==> src/pkg/ldc_pkg.sv <==
// Constants shared by the LED driver control register block
`default_nettype none
package ldc_pkg;
  // Register addresses within the serial frame
  localparam logic [5:0]  ADDR_MON_WD_CTRL   = 6'h01;
  localparam logic [5:0]  ADDR_DITHER_CTRL   = 6'h02;
  // Values after reset, and the mask of stored bits in the first register
  localparam logic [15:0] MON_WD_CTRL_RESET  = 16'h000e;
  localparam logic [15:0] DITHER_CTRL_RESET  = 16'h5e1f;
  localparam logic [15:0] MON_WD_CTRL_MASK   = 16'h003f;
  // Field positions, monitor and watchdog control
  localparam int          MON_SEL_LSB        = 4;
  localparam int          MON_EN_BIT         = 3;
  localparam int          FOLD_EN_BIT        = 2;
  localparam int          WD_SEL_BIT         = 1;
  localparam int          WD_KICK_BIT        = 0;
  // Field positions, dither and current control
  localparam int          DEV_LSB            = 13;
  localparam int          RATE_LSB           = 11;
  localparam int          DITH_EN_BIT        = 10;
  localparam int          LED_TRIM_LSB       = 5;
  localparam int          IN_LIM_LSB         = 0;
  // Monitor select encodings
  localparam logic [1:0]  MON_PWM            = 2'h0;
  localparam logic [1:0]  MON_LED_VOLT       = 2'h1;
  localparam logic [1:0]  MON_THERM          = 2'h2;
  localparam logic [1:0]  MON_LIGHT_MODE     = 2'h3;
  // Operation codes
  localparam logic [1:0]  OP_WRITE           = 2'h0;
  // Frame length in serial clocks, and header length
  localparam logic [4:0]  FRAME_BITS         = 5'h18;
  localparam logic [4:0]  HEADER_BITS        = 5'h08;
  // Watchdog intervals in ms and the system clock rate in kHz
  localparam int          WD_SHORT_MS        = 10;
  localparam int          WD_LONG_MS         = 50;
  localparam int          CLK_KHZ            = 40000;
  // Watchdog intervals in whole cycles, ms times kHz
  localparam int          WD_SHORT_CYC       = WD_SHORT_MS * CLK_KHZ;
  localparam int          WD_LONG_CYC        = WD_LONG_MS * CLK_KHZ;
  // Synchroniser input count
  localparam int          SYNC_W             = 7;
endpackage
`default_nettype wire

==> src/hdl/ldc_sync.sv <==
// Three-stage pin synchroniser with agreement filter
`default_nettype none
module ldc_sync #(
  parameter int WIDTH = 1                  // Number of pins
) (
  input  wire logic             clk_sys,   // System clock
  input  wire logic             resetn,    // Async reset, active low
  input  wire logic             ce,        // Clock enable
  input  wire logic [WIDTH-1:0] pin_in,    // Raw pins
  output logic      [WIDTH-1:0] level      // Filtered level
);
  logic [WIDTH-1:0] s1;                    // First stage, read by s2 only
  logic [WIDTH-1:0] s2;                    // Second stage
  logic [WIDTH-1:0] s3;                    // Third stage

  // Shift chain; the first stage feeds nothing but the second
  always_ff @(posedge clk_sys or negedge resetn) begin
    if (!resetn) begin
      s1 <= '0;
      s2 <= '0;
      s3 <= '0;
    end else if (ce) begin
      s1 <= pin_in;
      s2 <= s1;
      s3 <= s2;
    end
  end

  // Accept a change only once two stages agree, per bit
  genvar i;
  generate
    for (i = 0; i < WIDTH; i++) begin : g_agree
      always_ff @(posedge clk_sys or negedge resetn) begin
        if (!resetn) begin
          level[i] <= 1'b0;
        end else if (ce && (s2[i] == s3[i])) begin
          level[i] <= s3[i];
        end
      end
    end
  endgenerate
endmodule // ldc_sync
`default_nettype wire

==> src/hdl/ldc_ctrl_regs.sv <==
// Monitor, fold-back, watchdog and dither control registers behind serial port
//
// Overview of operation
// - First control register resets to 000e hex.
// - Select 00 routes dimming, 01 chain voltage.
// - Select 10 routes thermistor signal to monitor.
// - Select 11 routes light-mode pin to monitor.
// - Fold-back bit enables current cut when hot.
// - Limp mode ignores fold-back bit; monitoring stays.
`default_nettype none
module ldc_ctrl_regs
  import ldc_pkg::*;
#(
  parameter int WD_SHORT_CYCLES = WD_SHORT_CYC,  // Short watchdog interval
  parameter int WD_LONG_CYCLES  = WD_LONG_CYC    // Long watchdog interval
) (
  input  wire logic       clk_sys,            // 40 MHz system clock
  input  wire logic       resetn,             // Async reset, active low
  input  wire logic       ce,                 // Clock enable, freezes state
  input  wire logic       spi_cs_n,           // Serial chip select, low
  input  wire logic       spi_sck,            // Serial clock pin
  input  wire logic       spi_sdi,            // Serial data in
  output logic            spi_sdo,            // Serial data out
  output logic            spi_sdo_oe,         // Data out driven, high
  input  wire logic [7:0] status_byte,        // Global status from device
  input  wire logic       pwm_in,             // Dimming input pin
  input  wire logic       led_chain_voltage,  // Chain voltage comparator
  input  wire logic       thermistor_in,      // Thermistor signal
  input  wire logic       light_mode_in,      // Light-mode pin
  input  wire logic       over_temp,          // LED over-temperature, same clk
  input  wire logic       limp_mode,          // Any limp mode, same clk
  output logic            monitor_out,        // Multiplexed monitor pin
  output logic            fold_back_active,   // Reduce LED current
  output logic            thermal_monitor_on, // Temperature monitor active
  output logic            watchdog_timeout,   // Watchdog expired, sticky
  output logic [2:0]      dither_deviation,   // Dither deviation code
  output logic [1:0]      dither_rate,        // Dither modulation rate
  output logic            dither_enable,      // Dither on
  output logic [4:0]      led_current_trim,   // LED current setting
  output logic [4:0]      input_current_limit // Input current limit
);
  logic [SYNC_W-1:0] pins;          // Filtered pin levels
  logic        cs_n_s;              // Filtered chip select
  logic        sck_s;               // Filtered serial clock
  logic        sdi_s;               // Filtered data in
  logic        cs_prev;             // Chip select last cycle
  logic        sck_prev;            // Serial clock last cycle
  logic        sck_rise;            // Sampling edge
  logic        sck_fall;            // Shifting edge
  logic        cs_fall;             // Frame start
  logic        cs_rise;             // Frame end
  logic [4:0]  bit_cnt;             // Bits taken this frame
  logic [23:0] shift_in;            // Received frame
  logic [7:0]  status_cap;          // Status held for the frame
  logic [15:0] data_cap;            // Addressed register content
  logic [15:0] mon_wd_ctrl;         // First control register
  logic [15:0] dither_ctrl;         // Second control register
  logic        frame_write;         // Valid write at frame end
  logic        kick;                // Kick bit toggled by a write
  logic [31:0] wd_cnt;              // Watchdog cycle counter
  logic [31:0] wd_limit;            // Selected interval in cycles
  logic        wd_expire;           // Count has reached the interval
  logic [23:0] reply;               // Status and content, MSB first

  // Pins from outside the clock domain pass the filter; select enters
  // inverted so the filter's reset level matches an idle bus
  ldc_sync #(
    .WIDTH (SYNC_W)
  ) u_sync (
    .clk_sys (clk_sys),
    .resetn  (resetn),
    .ce      (ce),
    .pin_in  ({!spi_cs_n, spi_sck, spi_sdi, pwm_in, led_chain_voltage,
               thermistor_in, light_mode_in}),
    .level   (pins)
  );

  assign cs_n_s   = !pins[6];
  assign reply    = {status_cap, data_cap};
  assign sck_s    = pins[5];
  assign sdi_s    = pins[4];
  assign sck_rise = !cs_n_s && sck_s && !sck_prev;
  assign sck_fall = !cs_n_s && !sck_s && sck_prev;
  assign cs_fall  = cs_prev && !cs_n_s;
  assign cs_rise  = !cs_prev && cs_n_s;

  // Register read decode; unmapped addresses read zero
  function automatic logic [15:0] reg_read(input logic [5:0] addr,
                                           input logic [15:0] r1,
                                           input logic [15:0] r2);
    logic [15:0] v;
    v = 16'h0000;
    if (addr == ADDR_MON_WD_CTRL) begin
      v = r1;
    end else if (addr == ADDR_DITHER_CTRL) begin
      v = r2;
    end
    reg_read = v;
  endfunction

  // Edge history of the filtered serial pins
  always_ff @(posedge clk_sys or negedge resetn) begin
    if (!resetn) begin
      cs_prev  <= 1'b1;
      sck_prev <= 1'b0;
    end else if (ce) begin
      cs_prev  <= cs_n_s;
      sck_prev <= sck_s;
    end
  end

  // Receive side: count and shift on rising serial clock
  always_ff @(posedge clk_sys or negedge resetn) begin
    if (!resetn) begin
      bit_cnt  <= 5'h00;
      shift_in <= 24'h000000;
    end else if (ce) begin
      if (cs_fall) begin
        bit_cnt <= 5'h00;
      end else if (sck_rise) begin
        shift_in <= {shift_in[22:0], sdi_s};
        // Saturate so an overlong frame stays invalid
        if (bit_cnt != 5'h1f) begin
          bit_cnt <= bit_cnt + 5'h01;
        end
      end
    end
  end

  // Reply capture: status at frame start, old content after header
  always_ff @(posedge clk_sys or negedge resetn) begin
    if (!resetn) begin
      status_cap <= 8'h00;
      data_cap   <= 16'h0000;
    end else if (ce) begin
      if (cs_fall) begin
        status_cap <= status_byte;
        data_cap   <= 16'h0000;
      end else if (sck_rise && bit_cnt == HEADER_BITS - 5'h01) begin
        // Address bits complete with this edge
        data_cap <= reg_read({shift_in[4:0], sdi_s}, mon_wd_ctrl,
                             dither_ctrl);
      end
    end
  end

  // Transmit side: first bit at select fall, next on each falling clock
  always_ff @(posedge clk_sys or negedge resetn) begin
    if (!resetn) begin
      spi_sdo    <= 1'b0;
      spi_sdo_oe <= 1'b0;
    end else if (ce) begin
      spi_sdo_oe <= !cs_n_s;
      if (cs_fall) begin
        spi_sdo <= status_byte[7];
      end else if (sck_fall && bit_cnt < FRAME_BITS) begin
        // Bits already taken point at the next reply bit
        spi_sdo <= reply[5'd23 - bit_cnt];
      end else if (cs_n_s) begin
        spi_sdo <= 1'b0;
      end
    end
  end

  // Only a frame of exactly the full length commits a write
  assign frame_write = cs_rise && bit_cnt == FRAME_BITS
                       && shift_in[23:22] == OP_WRITE;
  assign kick = frame_write && shift_in[21:16] == ADDR_MON_WD_CTRL
                && shift_in[WD_KICK_BIT] != mon_wd_ctrl[WD_KICK_BIT];

  // First control register; reserved bits are not stored
  always_ff @(posedge clk_sys or negedge resetn) begin
    if (!resetn) begin
      mon_wd_ctrl <= MON_WD_CTRL_RESET;
    end else if (ce && frame_write
                 && shift_in[21:16] == ADDR_MON_WD_CTRL) begin
      mon_wd_ctrl <= shift_in[15:0] & MON_WD_CTRL_MASK;
    end
  end

  // Second control register
  always_ff @(posedge clk_sys or negedge resetn) begin
    if (!resetn) begin
      dither_ctrl <= DITHER_CTRL_RESET;
    end else if (ce && frame_write
                 && shift_in[21:16] == ADDR_DITHER_CTRL) begin
      dither_ctrl <= shift_in[15:0];
    end
  end

  assign dither_deviation    = dither_ctrl[DEV_LSB +: 3];
  assign dither_rate         = dither_ctrl[RATE_LSB +: 2];
  assign dither_enable       = dither_ctrl[DITH_EN_BIT];
  assign led_current_trim    = dither_ctrl[LED_TRIM_LSB +: 5];
  assign input_current_limit = dither_ctrl[IN_LIM_LSB +: 5];

  // Monitor multiplexer, held low while monitor output is disabled
  always_ff @(posedge clk_sys or negedge resetn) begin
    if (!resetn) begin
      monitor_out <= 1'b0;
    end else if (ce) begin
      if (!mon_wd_ctrl[MON_EN_BIT]) begin
        monitor_out <= 1'b0;
      end else begin
        unique case (mon_wd_ctrl[MON_SEL_LSB +: 2])
          MON_PWM:        monitor_out <= pins[3];
          MON_LED_VOLT:   monitor_out <= pins[2];
          MON_THERM:      monitor_out <= pins[1];
          MON_LIGHT_MODE: monitor_out <= pins[0];
        endcase
      end
    end
  end

  // Thermal fold-back; limp mode forces monitoring on regardless
  always_ff @(posedge clk_sys or negedge resetn) begin
    if (!resetn) begin
      fold_back_active   <= 1'b0;
      thermal_monitor_on <= 1'b0;
    end else if (ce) begin
      thermal_monitor_on <= mon_wd_ctrl[FOLD_EN_BIT] || limp_mode;
      fold_back_active   <= (mon_wd_ctrl[FOLD_EN_BIT] || limp_mode)
                            && over_temp;
    end
  end

  assign wd_limit = mon_wd_ctrl[WD_SEL_BIT] ? 32'(WD_LONG_CYCLES)
                                            : 32'(WD_SHORT_CYCLES);
  assign wd_expire = wd_cnt >= wd_limit - 32'h00000001;

  // Watchdog: a kick toggle restarts the count; timeout stays until kicked
  always_ff @(posedge clk_sys or negedge resetn) begin
    if (!resetn) begin
      wd_cnt           <= 32'h00000000;
      watchdog_timeout <= 1'b0;
    end else if (ce) begin
      // Expiry in the kick cycle still sets the flag; the set wins
      if (wd_expire && !watchdog_timeout) begin
        watchdog_timeout <= 1'b1;
      end else if (kick) begin
        watchdog_timeout <= 1'b0;
      end
      // Count stalls at expiry so the flag cannot wrap away
      if (kick) begin
        wd_cnt <= 32'h00000000;
      end else if (!wd_expire) begin
        wd_cnt <= wd_cnt + 32'h00000001;
      end
    end
  end
endmodule // ldc_ctrl_regs
`default_nettype wire

==> config.mk <==
export PLATFORM = sky130hd
export DESIGN_NAME = ldc_ctrl_regs
export DESIGN_NICKNAME = d
export VERILOG_FILES = /design/src/pkg/ldc_pkg.sv /design/src/hdl/ldc_sync.sv /design/src/hdl/ldc_ctrl_regs.sv
export SDC_FILE = /design/constraint.sdc
export NUM_CORES = 1
export LEC_CHECK = 0
export BUFFER_PORTS_ARGS = -buffer_cell sky130_fd_sc_hd__buf_2
export CORE_UTILIZATION = 30
export CTS_CLUSTER_SIZE = 30
export DETAILED_ROUTE_END_ITERATION = 8
export GPL_TIMING_DRIVEN = 0
export HOLD_SLACK_MARGIN = 0.1
export PLACE_DENSITY = 0.57
export RECOVER_POWER = 25
export SLEW_MARGIN = 20
export SYNTH_ARGS = -nofsm -noshare
export SYNTH_HDL_FRONTEND = slang
export SYNTH_SLANG_ARGS = --single-unit
==> constraint.sdc <==
create_clock -name clk_sys -period 2.65 [get_ports clk_sys]
set_input_delay 0.53 -clock clk_sys [delete_from_list [all_inputs] [get_ports clk_sys]]
set_output_delay 0.53 -clock clk_sys [all_outputs]
set_load 0.02 [all_outputs]
==> results.md, run 1 <==
- Reg-to-Reg End: wd_cnt[7]
- Endpoint type of the worst setup path: register
- Crit-path leading delay family: simple AND/OR/NAND/NOR gates
- Critical path startpoint: mon_wd_ctrl[1]
- Critical Path Stages: 9
- Post-synthesis sequential area ratio: 0.546
- Via count: 4680
- Pwr dens: 715 nW/um^2
- Vias per cell: 5.10
- GP Congestion: 0.842
- Fillers: 2030
- Total GRT Usage: 0.149
- Layout Utilization: 0.377
- Post-DRT Antenna Nets: 0
- Largest net degree at the start of global routing: 96
- Non-Filler Instances: 918
- Final period utilization: 0.997
- Vias in the first global route: 4747
- Unique masters post-synth: 59
- Reg-to-reg slack, setup: 9 ps
- Starting DRT DRC Count: 304
- Most frequent cells in the layout: dfrtp_1, mux2_2, nand2_1, buf_2, o21ai_0
- CP arrival: 3010 ps
- Final Max Slew Viols: 0
- Post-synth EDFFs: 0
- Highest-delay cell along the critical path: dfstp_2
- Diode count: 0
- Fraction of layout cells with a size suffix above 1: 0.305
- R2R Path Start: mon_wd_ctrl[1]
- Synth Cell Area: 6590 sq um
- DRC: 0
- Area growth syn-to-layout: 21.8%
- CTS sink cnt: 143
- Hold Crit Class: primary input to register
- Syn_area_per_cell: 11.8 sq um
- Initial antenna violation count: 0
- Worst skew pair latency: 440 ps
- CTS root buf: clkbuf_16
- Critical path capture point: wd_cnt[7]
- IO Pins: 42
- First-pass GRT wire length: 25.5 mm
- Setup ws final: 8.86 ps
- Multi-input logic area: 2950 sq um
- Detailed Route WL: 15.4 mm
- TritonRoute pass-1 iters: 4
- Crit path kind: register to register
- Deepest clock path buffer count: 2
- RSZ-0062 raised after global routing: yes
- Slew headroom: 0.167
- Max Freq: 379 MHz
- CP startpoint kind: register
- Final net count: 662
- Commonest non-fill, non-tap cell in the layout: dfrtp_1
- Yosys top cell by area: dfrtp_1
- Htree depth: 4
- Hold Fails Final Rpt: 0
- Syn Inst Count: 560
- Initial Util: 0.310
- CP Buf/Inv Count: 2
- Detail Placement HPWL: 10.5 mm
- Core Area: 21300 sq um
- CTS tree: yes
- Post-synth ARST share: 1.00
- Synth area leaders: dfrtp_1, mux2_2, dfstp_2
- Pleak: 0.00356 uW
- Die X: 150 um
- Most common cell on crit path: or4_4
- Main synth FF type: dfrtp_1
- CP max stage delay: 580 ps
- Syn nets: 592
- Total Power: 5740 uW
- Peak VDD IR: 0.000459 V
- Reg2reg path depth: 9
- Tightest Pin Transition: 1250 ps
- Worst hold slack: 284 ps
- Number of buffers created by CTS: 17
- CP max FO: 6
- Synthesis-stage register bit count: 143
- Critical Path RT: 3020 ps
- Dpl ws: -755 ps
- Placed cell count: 876
- Die H: 150 um
- Synth top area share: 0.490
- Wire per inst: 16.8 um
- Worst Hold Launch: spi_cs_n
- Warnings, synthesis: 0
- Sequential standard cell area: 3600 sq um
- Remaining Overflow, GRT: 0
- Status: completed
- Die area: 22600 sq um
- Clock slew at reported path FFs: 60 ps
- PortBufs: 40
- Post-layout min period: 2640 ps
- Finish-stage setup viols: 0
- Critical path cell sequence: inv_4 -> ha_4 -> or4_4 -> a2111oi_4 -> o211a_4 -> nand3_4 -> buf_6 -> or4_4 -> nand3_2
- # rows: 53
- Worst Skew: 21.6 ps
- MaxCap Viol Count: 0
[how the worst min path moves through the flow]
stage / end / cells after the start / slack [ps]
finish: u_sync.s1[6] / 2 / 280
global route: u_sync.s1[6] / 2 / 280
CTS: u_sync.s1[6] / 2 / 270
detailed placement: shift_in[11] / 1 / 460
global placement: wd_cnt[22] / 1 / 460
floorplan: bit_cnt[0] / 0 / 230
[kinds of logic after synthesis]
logic type | after synthesis | share of synthesized area
buffers and inverters | 43 | 0.0258
and+or+nand+nor | 173 | 0.141
adders and majority gates | 12 | 0.0228
DFF | 143 | 0.546
muxes | 81 | 0.150
xor gates and xnor gates | 2 | 0.00266
AOI/OAI and AO/OA | 106 | 0.112
[area by class of cell]
| cell class | instances | share of cell area |
|---|---|---|
| flip-flops and latches | 143 | 0.448 |
| multi-input cells | 374 | 0.368 |
| clock buffers | 19 | 0.0564 |
| well taps | 275 | 0.0429 |
| repair buffers | 53 | 0.0402 |
| clock inverters | 13 | 0.0189 |
| plain buffers | 26 | 0.0182 |
| inverters | 15 | 0.00733 |
[power breakdown]
part	switching [uW]	total (uW)	internal, uW
combinational	428	772	344
clock	971	2420	1450
sequential	152	2540	2390
[routing by layer]
metal	track usage	share of wire	wire length, um	up-vias
li1	-	-	-	2220
met5	0	0	0	-
met2	0.234	0.47	7320	79
met1	0.197	0.47	7240	2361
met3	0.0297	0.035	542	20
met4	0.0692	0.022	336	0
[per-stage QoR]
stage                     area [sq um]  TNS [ps]
after floorplan                   6590         0
after global placement            7130   -132360
after detailed placement          7170    -25180
after CTS                         7930         0
after global routing              8030      -766
final                             8030         0
[registers in the layout, indices dropped and copies added, names as in the netlist]
register,flops
sck_prev,1
u_sync.level,7
watchdog_timeout,1
bit_cnt,5
monitor_out,1
u_sync.s2,7
data_cap,16
spi_sdo,1
u_sync.s1,7
u_sync.s3,7
thermal_monitor_on,1
wd_cnt,32
spi_sdo_oe,1
shift_in,24
cs_prev,1
mon_wd_ctrl,6
dither_ctrl,16
status_cap,8
fold_back_active,1
[cell usage after synthesis (all sizes together), types with 2 or more instances]
cell,number
dfrtp,129
nand2,51
o311ai,4
a31oi,2
nand2b,2
nand3,29
a22oi,6
and2,11
nor4bb,2
mux2,73
mux4,7
nand4,5
nor4,4
or2,3
nor2b,2
nor2,23
xor2,2
a21oi,13
a211o,2
ha,12
nand4b,3
and3,5
buf,3
a41oi,2
a22o,13
nor3,3
nor3b,3
inv,14
clkbuf,25
o31a,2
and4,2
or4,16
dfstp,14
o21ai,35
or3,6
o211ai,18
[worst reg2reg max path, cell delays in order, from the launching register on]
cell	delay (ps)
dfstp_2	580
inv_4	70
ha_4	160
or4_4	420
a2111oi_4	220
o211a_4	250
nand3_4	120
buf_6	170
or4_4	510
nand3_2	80
[timing repair]
item                                    in CTS  in global routing
endpoints found under the hold margin       39                  0
pin swaps                                    7                  2
hold buffers                                 1                  0
endpoints found under the setup margin      55                 50
cloned                                       2                  0
resized for setup                           29                 24
setup buffers                                5                  4
Note: power is estimated with default switching activity, not from simulation.
==> run 2, diff against run 1 <==
Settings changed: BUFFER_PORTS_ARGS -buffer_cell sky130_fd_sc_hd__buf_2 to not set, CORE_UTILIZATION 30 to 57, DONT_BUFFER_PORTS set to 1, GPL_TIMING_DRIVEN 0 to not set, PLACE_DENSITY 0.57 to 0.85.
==> run 2 against run 1 <==
Against the previous run: the run now ends with hold timing left; count of clock-buffer cells in the layout increased by 3; total power decreased by 1.5%; non-clock buffer count decreased by 56; critical endpoint is now wd_cnt[11]; register-to-register slack improved by 60 ps; clock skew decreased by 7.3 ps; first-iteration DRC count increased by 34%; design area decreased by 6.1%; largest cell class unchanged; via count decreased by 1.4%.
==> results.md, run 2 (same netlist as run 1, synthesis figures left out) <==
- Status: complete, but fails checks
- Failing checks: hold timing
- Diode count: 0 (unchanged)
- CTS tree: yes
- Peak VDD IR: 0.000586 V (+28%)
- Deepest clock path buffer count: 2 (unchanged)
- Worst hold slack: -195 ps (-479 ps)
- Endpoint type of the worst setup path: register
- Tightest Pin Transition: 760 ps (-490 ps)
- Highest-delay cell along the critical path: dfstp_2
- Clk pwr share: 0.431 (+0.009)
- Post-DRT Antenna Nets: 0 (unchanged)
- Largest net degree at the start of global routing: 144 (+50%)
- Vias in the first global route: 4620 (-2.7%)
- Area growth syn-to-layout: 14.3%
- Fraction of layout cells with a size suffix above 1: 0.250 (-0.0552)
- Pleak: 0.00334 uW (-6.1%)
- Initial Util: 0.597 (+0.288)
- Post-layout min period: 2580 ps (-58.9 ps)
- MaxCap Viol Count: 0 (unchanged)
- Switching share of power: 0.255 (-0.0153)
- Number of buffers created by CTS: 17 (unchanged)
- Total Power: 5650 uW (-1.5%)
- Fillers: 727 (-64%)
- DRC: 0 (unchanged)
- Detail Placement HPWL: 8.60 mm (-18%)
- PortBufs: 0 (-100%)
- Via count: 4613 (-1.4%)
- P_int: 4210 uW (+0.56%)
- Final period utilization: 0.974 (-0.0222)
- IO Pins: 42 (unchanged)
- Logic gate share of total power: 0.112 (-0.023)
- Reg with most FFs: wd_cnt
- Total GRT Usage: 0.255 (+0.106)
- Finish-stage setup viols: 0 (unchanged)
- Clock slew at reported path FFs: 60 ps (about the same)
- CTS root buf: clkbuf_16
- Crit path kind: register to register
- CP startpoint kind: register
- Setup ws final: 67.7 ps (+58.9 ps)
- Dpl ws: -164 ps (+591 ps)
- Remaining Overflow, GRT: 0 (unchanged)
- Biggest regs: wd_cnt: 32 flops, shift_in: 24 flops
- Core Area: 11000 sq um (-48%)
- Initial antenna violation count: 0 (unchanged)
- CP arrival: 2910 ps (-100 ps)
- CP max stage delay: 550 ps (-30 ps)
- Worst Skew: 14.3 ps (-7.25 ps)
- DP Area: 6800 sq um (-5.2%)
- Final Max Slew Viols: 0 (unchanged)
- Hold Fails Final Rpt: 131 (+131)
- CTS sink cnt: 143 (unchanged)
- Detailed Route WL: 13.8 mm (-10%)
- Starting DRT DRC Count: 406 (+34%)
- Wire per inst: 19.0 um (+13%)
- Sequential standard cell area: 3600 sq um (unchanged)
- Multi-input logic area: 2920 sq um (-1.1%)
- Psw: 1440 uW (-7.1%)
- Worst skew pair latency: 430 ps (about the same)
- Max Freq: 387 MHz (+2.3%)
- Die H: 110 um (-27%)
- Most frequent cells in the layout: dfrtp_1, mux2_2, nand2_1, nand3_1, o21ai_0
- Die area: 12000 sq um (-47%)
- TritonRoute pass-1 iters: 5 (+1)
- Htree depth: 4 (unchanged)
- Die X: 110 um (-27%)
- First-pass GRT wire length: 22.8 mm (-11%)
- Critical path cell sequence: inv_2 -> ha_2 -> or4_4 -> a2111oi_4 -> o211a_4 -> nand3_4 -> or4_1 -> o211ai_1
- Final net count: 608 (-8.2%)
- Non-Filler Instances: 729 (-21%)
- Hold Crit Class: primary input to asynchronous set/reset pin
- Commonest non-fill, non-tap cell in the layout: dfrtp_1
- Final Cell Area: 7530 sq um (-6.1%)
- Slew headroom: 0.492 (+0.326)
- CP max FO: 7 (+1)
- # rows: 38 (-28%)
- GP Congestion: 0.833 (-1.0%)
- Placed cell count: 692 (-21%)
- Largest register FFs: 32 (unchanged)
- Seq pwr share: 0.457 (+0.014)
- Layout Utilization: 0.683 (+0.306)
- Critical Path RT: 2980 ps (-40 ps)
- Pwr dens: 750 nW/um^2 (+4.9%)
- Vias per cell: 6.33 (+24%)
run 2: power by group through the flow:
stage | clock network (uW) | registers (uW) | logic [uW]
finish | 2430 | 2590 | 631
CTS | 2460 | 2580 | 635
global route | 2560 | 2610 | 693
floorplan | 0 | 2540 | 522
detailed placement | 0 | 2620 | 627
global placement | 0 | 2600 | 589
run 2: layer usage:
| metal | up-vias | wire (um) | track usage |
|---|---|---|---|
| met5 | - | 0 | 0 |
| met4 | 0 | 325 | 0.115 |
| met3 | 30 | 777 | 0.0699 |
| met2 | 162 | 6920 | 0.415 |
| met1 | 2312 | 5830 | 0.319 |
| li1 | 2109 | - | - |
run 2: cell type report:
class                   count  area share
repair buffers             23      0.0234
clock buffers              22      0.0643
flip-flops and latches    143       0.477
well taps                 140      0.0233
multi-input cells         376       0.388
inverters                  15     0.00747
clock inverters            10      0.0164
run 2: worst max-delay path, delay by kind of cell, from the launching register on:
kind                       cells  cell delay [ps]
and+or+nand+nor                3             1110
buffers and inverters          1               50
DFF                            1              550
adders and majority gates      1              180
AOI/OAI and AO/OA              3              600
run 2: path summary, 6_finish.rpt:
| path | startpoint | endpoint | slack, ps | cells past startpoint |
|---|---|---|---|---|
| worst max-delay path | mon_wd_ctrl[1] | wd_cnt[11] | 70 | 8 |
| worst min-delay path | resetn | bit_cnt[2] | -190 | 0 |
| worst max register to register | mon_wd_ctrl[1] | wd_cnt[11] | 70 | 8 |
| worst min register to register | wd_cnt[27] | wd_cnt[27] | 480 | 1 |
| max in group asynchronous | resetn | dither_ctrl[12] | 2600 | 0 |
| min in group clk_sys | ce | watchdog_timeout | 210 | 1 |
run 2: repair_timing:
| item | 4_1_cts | 5_1_grt |
|---|---|---|
| pin swaps | 1 | 0 |
| endpoints found under the hold margin | 143 | 143 |
| setup endpoints to repair | 16 | 25 |
| gates resized for setup | 5 | 8 |
| buffers inserted | 0 | 3 |
| gates cloned | 2 | 0 |
run 2: per-stage QoR:
step	hold WS, ps	TNS (ps)
after floorplan	234	0
after global placement	240	-151
after detailed placement	240	-1630
after CTS	-213	0
after global routing	-213	-221
final	-195	0
